===== config.mk =====
export PLATFORM = sky130hd
export DESIGN_NAME = ebha_bus_halt_arbiter
export DESIGN_NICKNAME = d
export VERILOG_FILES = /design/src/design/ebha_pkg.sv /design/src/design/ebha_sync.sv /design/src/design/ebha_fall_stage.sv /design/src/design/ebha_bus_halt_arbiter.sv
export SDC_FILE = /design/constraint.sdc
export NUM_CORES = 1
export LEC_CHECK = 0
export BUFFER_PORTS_ARGS = -buffer_cell sky130_fd_sc_hd__clkbuf_2
export CAP_MARGIN = 20
export CORE_UTILIZATION = 45
export DETAILED_ROUTE_END_ITERATION = 16
export PLACE_DENSITY_LB_ADDON = 0.15
export SLEW_MARGIN = 5
export SYNTH_ARGS = -nofsm -noshare
export SYNTH_HDL_FRONTEND = slang
export SYNTH_HIERARCHICAL = 1
export SYNTH_SLANG_ARGS = --single-unit

===== constraint.sdc =====
create_clock -name ref_clk -period 2.4 [get_ports ref_clk]
set_input_delay 0.12 -clock ref_clk [delete_from_list [all_inputs] [get_ports ref_clk]]
set_output_delay 0.12 -clock ref_clk [all_outputs]
set_load 0.02 [all_outputs]

===== src/design/ebha_pkg.sv =====
package ebha_pkg;

   // synchroniser depth for the asynchronous arbitration and halt inputs
   localparam int SYNC_STAGES = 2;

   // transfer acknowledge encodings (active low pair)
   localparam logic [1:0] ACK_NONE = 2'h0_3;
   localparam logic [1:0] ACK_BYTE_PORT = 2'h0_2;

   // transfer size encodings
   localparam logic [1:0] SIZE_LONG = 2'h0_0;
   localparam logic [1:0] SIZE_BYTE = 2'h0_1;
   localparam logic [1:0] SIZE_WORD = 2'h0_2;

   // show cycle setting that forbids handing the bus away
   localparam logic [1:0] SHOW_NO_GRANT = 2'h0_1;

   // level driven onto the open-drain halt line during a double fault
   localparam logic HALT_DRIVE_LEVEL = 1'b0;

   // reset values (inactive) of synchronised active-low inputs and of the retimed active-high grant
   localparam logic SYNC_RESET_LEVEL = 1'b1;
   localparam logic GRANT_RESET_LEVEL = 1'b0;

   typedef enum logic [1:0] {
      B_IDLE = 2'b00,
      B_CYCLE = 2'b01,
      B_RETRY = 2'b10
   } ebha_bus_state_t;

   typedef enum logic [1:0] {
      AR_MASTER = 2'b00,
      AR_GRANT = 2'b01,
      AR_OWNED = 2'b10,
      AR_REGRANT = 2'b11
   } ebha_arb_state_t;

   typedef struct packed {
      ebha_bus_state_t bState;
      ebha_arb_state_t arState;
      logic opOpen;
      logic dblFault;
      logic cycleStart;
      logic cycleDone;
      logic busErrExc;
      logic grant;
   } ebha_main_state_t;

endpackage


===== src/design/ebha_sync.sv =====
`timescale 1ns/1ps
`default_nettype none
module ebha_sync
   import ebha_pkg::*;
#(
   parameter int WIDTH = 1,
   parameter int STAGES = SYNC_STAGES
) (
   input wire logic ref_clk,
   input wire logic reset,
   input wire logic [WIDTH-1:0] din,
   output logic [WIDTH-1:0] dout
);

   if (WIDTH < 1 || STAGES != 2) begin : g_check
      $error("ebha_sync supports WIDTH >= 1 and exactly two stages");
   end

   typedef struct packed {
      logic [WIDTH-1:0] first;
      logic [WIDTH-1:0] second;
   } ebha_sync_state_t;

   ebha_sync_state_t st;
   ebha_sync_state_t next_st;

   // first stage feeds only the second stage
   always_comb begin
      next_st.first = din;
      next_st.second = st.first;
   end

   always_ff @(posedge ref_clk) begin
      if (reset) begin
         st <= {(2 * WIDTH){SYNC_RESET_LEVEL}};
      end else begin
         st <= next_st;
      end
   end

   assign dout = st.second;

endmodule
`default_nettype wire


===== src/design/ebha_fall_stage.sv =====
`timescale 1ns/1ps
`default_nettype none
module ebha_fall_stage
   import ebha_pkg::*;
(
   input wire logic ref_clk,
   input wire logic reset,
   input wire logic din,
   output logic dout
);

   typedef struct packed {
      logic level;
   } ebha_fall_state_t;

   ebha_fall_state_t st;
   ebha_fall_state_t next_st;

   always_comb begin
      next_st.level = din;
   end

   // retimed on the falling edge so the pin moves half a clock after the state
   always_ff @(negedge ref_clk) begin
      if (reset) begin
         st.level <= GRANT_RESET_LEVEL;
      end else begin
         st <= next_st;
      end
   end

   assign dout = st.level;

endmodule
`default_nettype wire


===== src/design/ebha_bus_halt_arbiter.sv =====
// Behaviour
// - halt without bus fault stops new external cycles at the next cycle boundary
// - halt alone never ends a running cycle; it still needs acknowledge
// - releasing then reasserting halt lets exactly one more cycle run
// - halt blocks only external cycles; internal execution keeps running
// - bus fault while halted means retry, not bus error exception
// - halted: data bus floats, strobes driven inactive, address lines hold
// - granted away: address and control float; driven again when bus returns
// - no interrupt acceptance while halted
// - double fault only for errors during error or reset exception processing
// - double fault halts, drives halt line low, only reset restarts
// - retried cycle is no bus error; retry repeats while requested
// - arbitration order: request, grant, grant acknowledge
// - grant only at operand end and never during a locked cycle
// - multi-cycle operand: grant waits for last cycle by size and acknowledge
// - show cycle setting 01 blocks new grants only; a regrant while the bus is owned ignores it
// - grant drops after acknowledge changes, reasserts if requests remain
// - requests honoured when running, halted between cycles, or double faulted; not while a halted cycle waits to retry
// - bus released only after the started cycle completes, ahead of any new cycle
// - request withdrawn before acknowledge: device stays master
// - external mastership ends exactly when grant acknowledge negates
// - request held after acknowledge counts as a new requester
// - request and acknowledge inputs synchronised in two clocks
// - grant pin changes on the falling edge after the state change
// - request ignored throughout a locked read-modify-write sequence
`timescale 1ns/1ps
`default_nettype none
module ebha_bus_halt_arbiter
   import ebha_pkg::*;
(
   input wire logic ref_clk,
   input wire logic reset,
   input wire logic haltIn_n,
   output logic haltOut,
   output logic haltOe_n,
   input wire logic bus_fault_in,
   input wire logic [1:0] transfer_ack_n,
   input wire logic [1:0] transfer_size,
   input wire logic locked_cycle_n,
   input wire logic [1:0] show_cycle_enable,
   input wire logic bus_request_n,
   input wire logic grant_ack_n,
   output logic bus_grant_n,
   input wire logic cycleReq,
   input wire logic excProcActive,
   input wire logic addrErrPulse,
   output logic cycleStart,
   output logic cycleDone,
   output logic busErrExc,
   output logic retryActive,
   output logic strobeEnable,
   output logic strobeOe_n,
   output logic dataOe_n,
   output logic addrOe_n,
   output logic intAcceptEn,
   output logic halted,
   output logic doubleFault
);

   ebha_main_state_t st;
   ebha_main_state_t next_st;

   logic [2:0] syncIn;
   logic [2:0] syncOut;
   logic reqS;
   logic ackS;
   logic haltS;
   logic grantPin;
   logic ackSeen;
   logic lastCycle;
   logic canGrant;
   logic grantNow;
   logic extOwned;

   assign syncIn = {haltIn_n, grant_ack_n, bus_request_n};

   ebha_sync #(
      .WIDTH(3),
      .STAGES(SYNC_STAGES)
   ) u_sync (
      .ref_clk(ref_clk),
      .reset(reset),
      .din(syncIn),
      .dout(syncOut)
   );

   // request is dropped while the locked sequence runs
   assign reqS = !syncOut[0] && locked_cycle_n;
   assign ackS = !syncOut[1];
   assign haltS = !syncOut[2];

   assign ackSeen = (transfer_ack_n != ACK_NONE);

   // the operand ends with this acknowledge only when the port covers what is left
   assign lastCycle = (transfer_size == SIZE_BYTE)
      || (transfer_size == SIZE_WORD && transfer_ack_n != ACK_BYTE_PORT);

   // grant only between operands, outside locked cycles and show setting 01
   assign canGrant = (st.bState == B_IDLE) && !st.opOpen && locked_cycle_n
      && (show_cycle_enable != SHOW_NO_GRANT);

   // arbitration is evaluated regardless of halt or double fault
   assign grantNow = (st.arState == AR_MASTER) && reqS && canGrant;

   always_comb begin
      next_st = st;
      next_st.cycleStart = 1'b0;
      next_st.cycleDone = 1'b0;
      next_st.busErrExc = 1'b0;

      case (st.bState)
         B_IDLE: begin
            // halt and double fault gate only the start of external cycles
            if (cycleReq && !haltS && !st.dblFault && st.arState == AR_MASTER && !grantNow) begin
               next_st.bState = B_CYCLE;
               next_st.opOpen = 1'b1;
               next_st.cycleStart = 1'b1;
            end
         end
         B_CYCLE: begin
            if (bus_fault_in && haltS) begin
               next_st.bState = B_RETRY;
            end else if (bus_fault_in) begin
               next_st.bState = B_IDLE;
               next_st.opOpen = 1'b0;
               next_st.busErrExc = 1'b1;
               if (excProcActive) begin
                  next_st.dblFault = 1'b1;
               end
            end else if (ackSeen) begin
               // halt has no say here: only acknowledge ends the cycle
               next_st.bState = B_IDLE;
               next_st.cycleDone = 1'b1;
               if (lastCycle) begin
                  next_st.opOpen = 1'b0;
               end
            end
         end
         B_RETRY: begin
            // same access repeats once fault and halt are both released, unless a double fault is set
            if (!bus_fault_in && !haltS && !st.dblFault) begin
               next_st.bState = B_CYCLE;
               next_st.cycleStart = 1'b1;
            end
         end
         default: begin
            next_st.bState = B_IDLE;
         end
      endcase

      if (addrErrPulse && excProcActive) begin
         next_st.dblFault = 1'b1;
      end

      case (st.arState)
         AR_MASTER: begin
            if (grantNow) begin
               next_st.arState = AR_GRANT;
            end
         end
         AR_GRANT: begin
            if (ackS) begin
               next_st.arState = AR_OWNED;
            end else if (!reqS) begin
               next_st.arState = AR_MASTER;
            end
         end
         AR_OWNED: begin
            if (!ackS) begin
               next_st.arState = reqS ? AR_GRANT : AR_MASTER;
            end else if (reqS) begin
               next_st.arState = AR_REGRANT;
            end
         end
         AR_REGRANT: begin
            if (!ackS) begin
               next_st.arState = AR_GRANT;
            end else if (!reqS) begin
               next_st.arState = AR_OWNED;
            end
         end
         default: begin
            next_st.arState = AR_MASTER;
         end
      endcase

      next_st.grant = (next_st.arState == AR_GRANT) || (next_st.arState == AR_REGRANT);
   end

   always_ff @(posedge ref_clk) begin
      if (reset) begin
         st.bState <= B_IDLE;
         st.arState <= AR_MASTER;
         st.opOpen <= 1'b0;
         st.dblFault <= 1'b0;
         st.cycleStart <= 1'b0;
         st.cycleDone <= 1'b0;
         st.busErrExc <= 1'b0;
         st.grant <= 1'b0;
      end else begin
         st <= next_st;
      end
   end

   ebha_fall_stage u_grant_out (
      .ref_clk(ref_clk),
      .reset(reset),
      .din(st.grant),
      .dout(grantPin)
   );

   assign bus_grant_n = !grantPin;

   // double fault pulls the shared halt line low until reset
   assign haltOut = HALT_DRIVE_LEVEL;
   assign haltOe_n = !st.dblFault;

   assign cycleStart = st.cycleStart;
   assign cycleDone = st.cycleDone;
   assign busErrExc = st.busErrExc;
   assign retryActive = (st.bState == B_RETRY);
   assign doubleFault = st.dblFault;

   assign halted = st.dblFault || (st.bState == B_RETRY) || (st.bState == B_IDLE && haltS);
   assign intAcceptEn = !halted;

   // outside a cycle the strobes are inactive, driven unless the bus is granted away, and data floats
   assign strobeEnable = (st.bState == B_CYCLE);
   assign dataOe_n = (st.bState != B_CYCLE);

   // address lines keep their last value; they float from bus grant until the bus returns, while no cycle runs
   assign extOwned = (st.arState != AR_MASTER) && (st.bState == B_IDLE);
   assign addrOe_n = extOwned;
   assign strobeOe_n = extOwned;
endmodule
`default_nettype wire


==> reports/qor.txt <==
Commonest non-fill, non-tap cell in the layout -> clkbuf_2
Syn nets -> 90
Synth area leaders -> dfxtp_1, or2_1, inv_1, a21oi_1, nor3_1
NetSw -> 132 uW
Setup crit start kind -> flop
Setup TNS -> 0 ps
TritonCTS clock tree -> built
Netlist cell types -> 25
Root buf cell -> clkbuf_4
Internal -> 377 uW
Die X -> 40.1 um
Initial Util -> 49.1%
Drt total wl -> 1200 um
Overall power -> 510 uW
Fill cell count -> 122
Vias in the first global route -> 461
Post-CTS Hold Buffers -> 0
Die Area -> 1610 um2
Post-Syn Area per Cell -> 8.84 um2
CP arrival -> 2030 ps
Core ar. -> 1330 um2
CP endpoint kind -> primary output
Final setup viols -> 0
Syn Inst Count -> 74
Reg2Reg Depth -> 1
Final Slew Violations -> 0
CTS resizes -> 0
DRT Pass-1 Iters -> 4
Commonest cells after routing, fill and taps aside -> clkbuf_2, dfxtp_1, inv_1, or2_1
Sequential share of power -> 55.6%
Top-level I/O count -> 30
Kind of critical path -> reg -> out
Logic pwr share -> 15.3%
Hold depth -> 2
Seq/Total Area, Yosys -> 48.9%
Share of post-route cells with drive strength above 1 -> 34.3%
Synth warnings -> 6
Clk_lat worst skew -> 330 ps
Die height -> 40.1 um
Top cell type's share of synthesized area -> 48.9%
Vias per cell -> 4.89
Biggest area consumer among synthesized cells -> dfxtp_1
Final Hold Viols -> 0
Reg-to-Reg End -> u_grant_out/dout
Pwr dens -> 606 nW/um2
DRC -> 0
Clock share of power -> 29.1%
Hold/Removal Path Class -> in -> reg
CTS sink count -> 16
Area growth from synthesis to layout -> 28.5%
Grt ovf -> 0
Reg-to-Reg Start -> st[0]
HPWL after DPL -> 916 um
GRT Util Overall -> 17.0%
Clk slew on worst S/H paths -> 80 ps
Drt initial violations -> 9
Sw frac -> 26.0%
Mean routed wirelength per cell -> 9.98 um
Diode count -> 0
Footprint of the multi-input gates -> 289 um2
Hold_sp -> grant_ack_n
Worst VDD drop -> 0.365 mV
Via Count -> 587
Netlist Area Pre-Place -> 654 um2
Hold Path Sink -> u_sync/next_st[1]
Post-CTS Setup Bufs -> 0
Worst R2R Setup Slack -> 630 ps
Pin count of the biggest net entering global routing -> 17
Worst-path maximum fanout -> 1
CTS max path bufs -> 2
First-pass GRT wire length -> 1760 um
Status -> complete, no violations
Req. time, crit path -> 2280 ps
#FFs+latches synth -> 16
Initial antenna violation count -> 0
Final Wtd Congestion -> 0.708
Antenna Nets Post-Route -> 0
Max Cap Viol -> 0
# H-tree levels -> 1
Nets -> 122
Setup Skew -> 54.0 ps
PortBufs -> 28
Leak -> 0.000389 uW
RSZ-0062 raised after global routing -> false
Register area -> 320 um2
Rows -> 13
Total CTS buffers -> 3
[cell usage after synthesis]
cell      instances
nor4b_1           1
nor2_1            5
or3_1             1
nor3_1            5
nand2b_1          3
or2_1             6
nor2b_1           2
and2b_2           2
conb_1            1
a21oi_1           5
o21bai_1          1
clkbuf_1          1
inv_1             7
or2b_1            1
o22a_2            1
nor4_2            1
nand2_1           3
a22oi_1           1
nor2b_4           1
o21ai_0           5
dfxtp_1          16
nand3_1           1
o22ai_1           1
buf_4             2
a221oi_1          1
[sequential cells by signal, indices dropped and copies added (netlist names)]
name and cells:
u_sync/next_st 3, st 5, cycleDone 1, doubleFault 1, u_grant_out/dout 1, busErrExc 1
u_sync/dout 3, cycleStart 1
[how the worst max path moves through the flow]
stage                          start  slack (ps)               end  cells after the start
finish              u_grant_out/dout         250       bus_grant_n                      2
global route        u_grant_out/dout         210       bus_grant_n                      2
CTS                 u_grant_out/dout         240       bus_grant_n                      2
detailed placement             st[0]         600  u_grant_out/dout                      1
global placement    u_grant_out/dout         620       bus_grant_n                      2
floorplan                      st[0]         630  u_grant_out/dout                      1
[per-stage QoR]
step	area [um2]	worst slack [ps]	util, %	hold WS [ps]	std cells
6_report	841	254	63.0	17.7	120
5_1_grt	841	209	63.0	10.2	120
4_1_cts	821	242	61.5	0.0679	118
3_5_place_dp	795	605	59.6	302	114
3_3_place_gp	795	615	59.6	301	114
2_1_floorplan	654	633	-	197	74
[power by group through the flow]
stage	Combinational, uW	Sequential, uW	Clock [uW]
floorplan	43.8	292	5.22
global placement	74.7	289	5.22
detailed placement	75.8	289	5.22
CTS	75.9	283	157
global route	86.1	285	171
finish	78.1	283	148
[layout make-up]
| type | instances | area share (%) |
|---|---|---|
| timing repair buffer | 30 | 19.0 |
| multi-input combinational | 48 | 34.4 |
| clock buffer | 4 | 3.13 |
| inverter | 6 | 2.68 |
| sequential | 16 | 38.1 |
| tap | 15 | 2.23 |
| clock inverter | 1 | 0.446 |
[worst max-delay path: stages, from the launching register on]
cell      delay, ps
dfxtp_1         290
inv_1            50
clkbuf_2        160
[metal layers]
| metal | up-vias | share of wire [%] | GRT usage [%] |
|---|---|---|---|
| met4 | 0 | 0.92 | 10.3 |
| met5 | - | 0 | 0 |
| met3 | 2 | 6.0 | 5.00 |
| met2 | 23 | 46 | 27.8 |
| li1 | 307 | - | - |
| met1 | 255 | 47 | 19.2 |
[logic make-up (layout without fill, tap and decap cells)]
| kind of cell | count (synthesis) | after routing | synth area share (%) |
|---|---|---|---|
| other | 1 | 1 | 0.573 |
| flip-flops | 16 | 16 | 48.9 |
| AND/OR/NAND/NOR | 32 | 32 | 29.8 |
| AO/OA/AOI/OAI | 15 | 15 | 13.8 |
| buffers and inverters | 10 | 41 | 6.88 |
(Power assumes the default switching activity.)
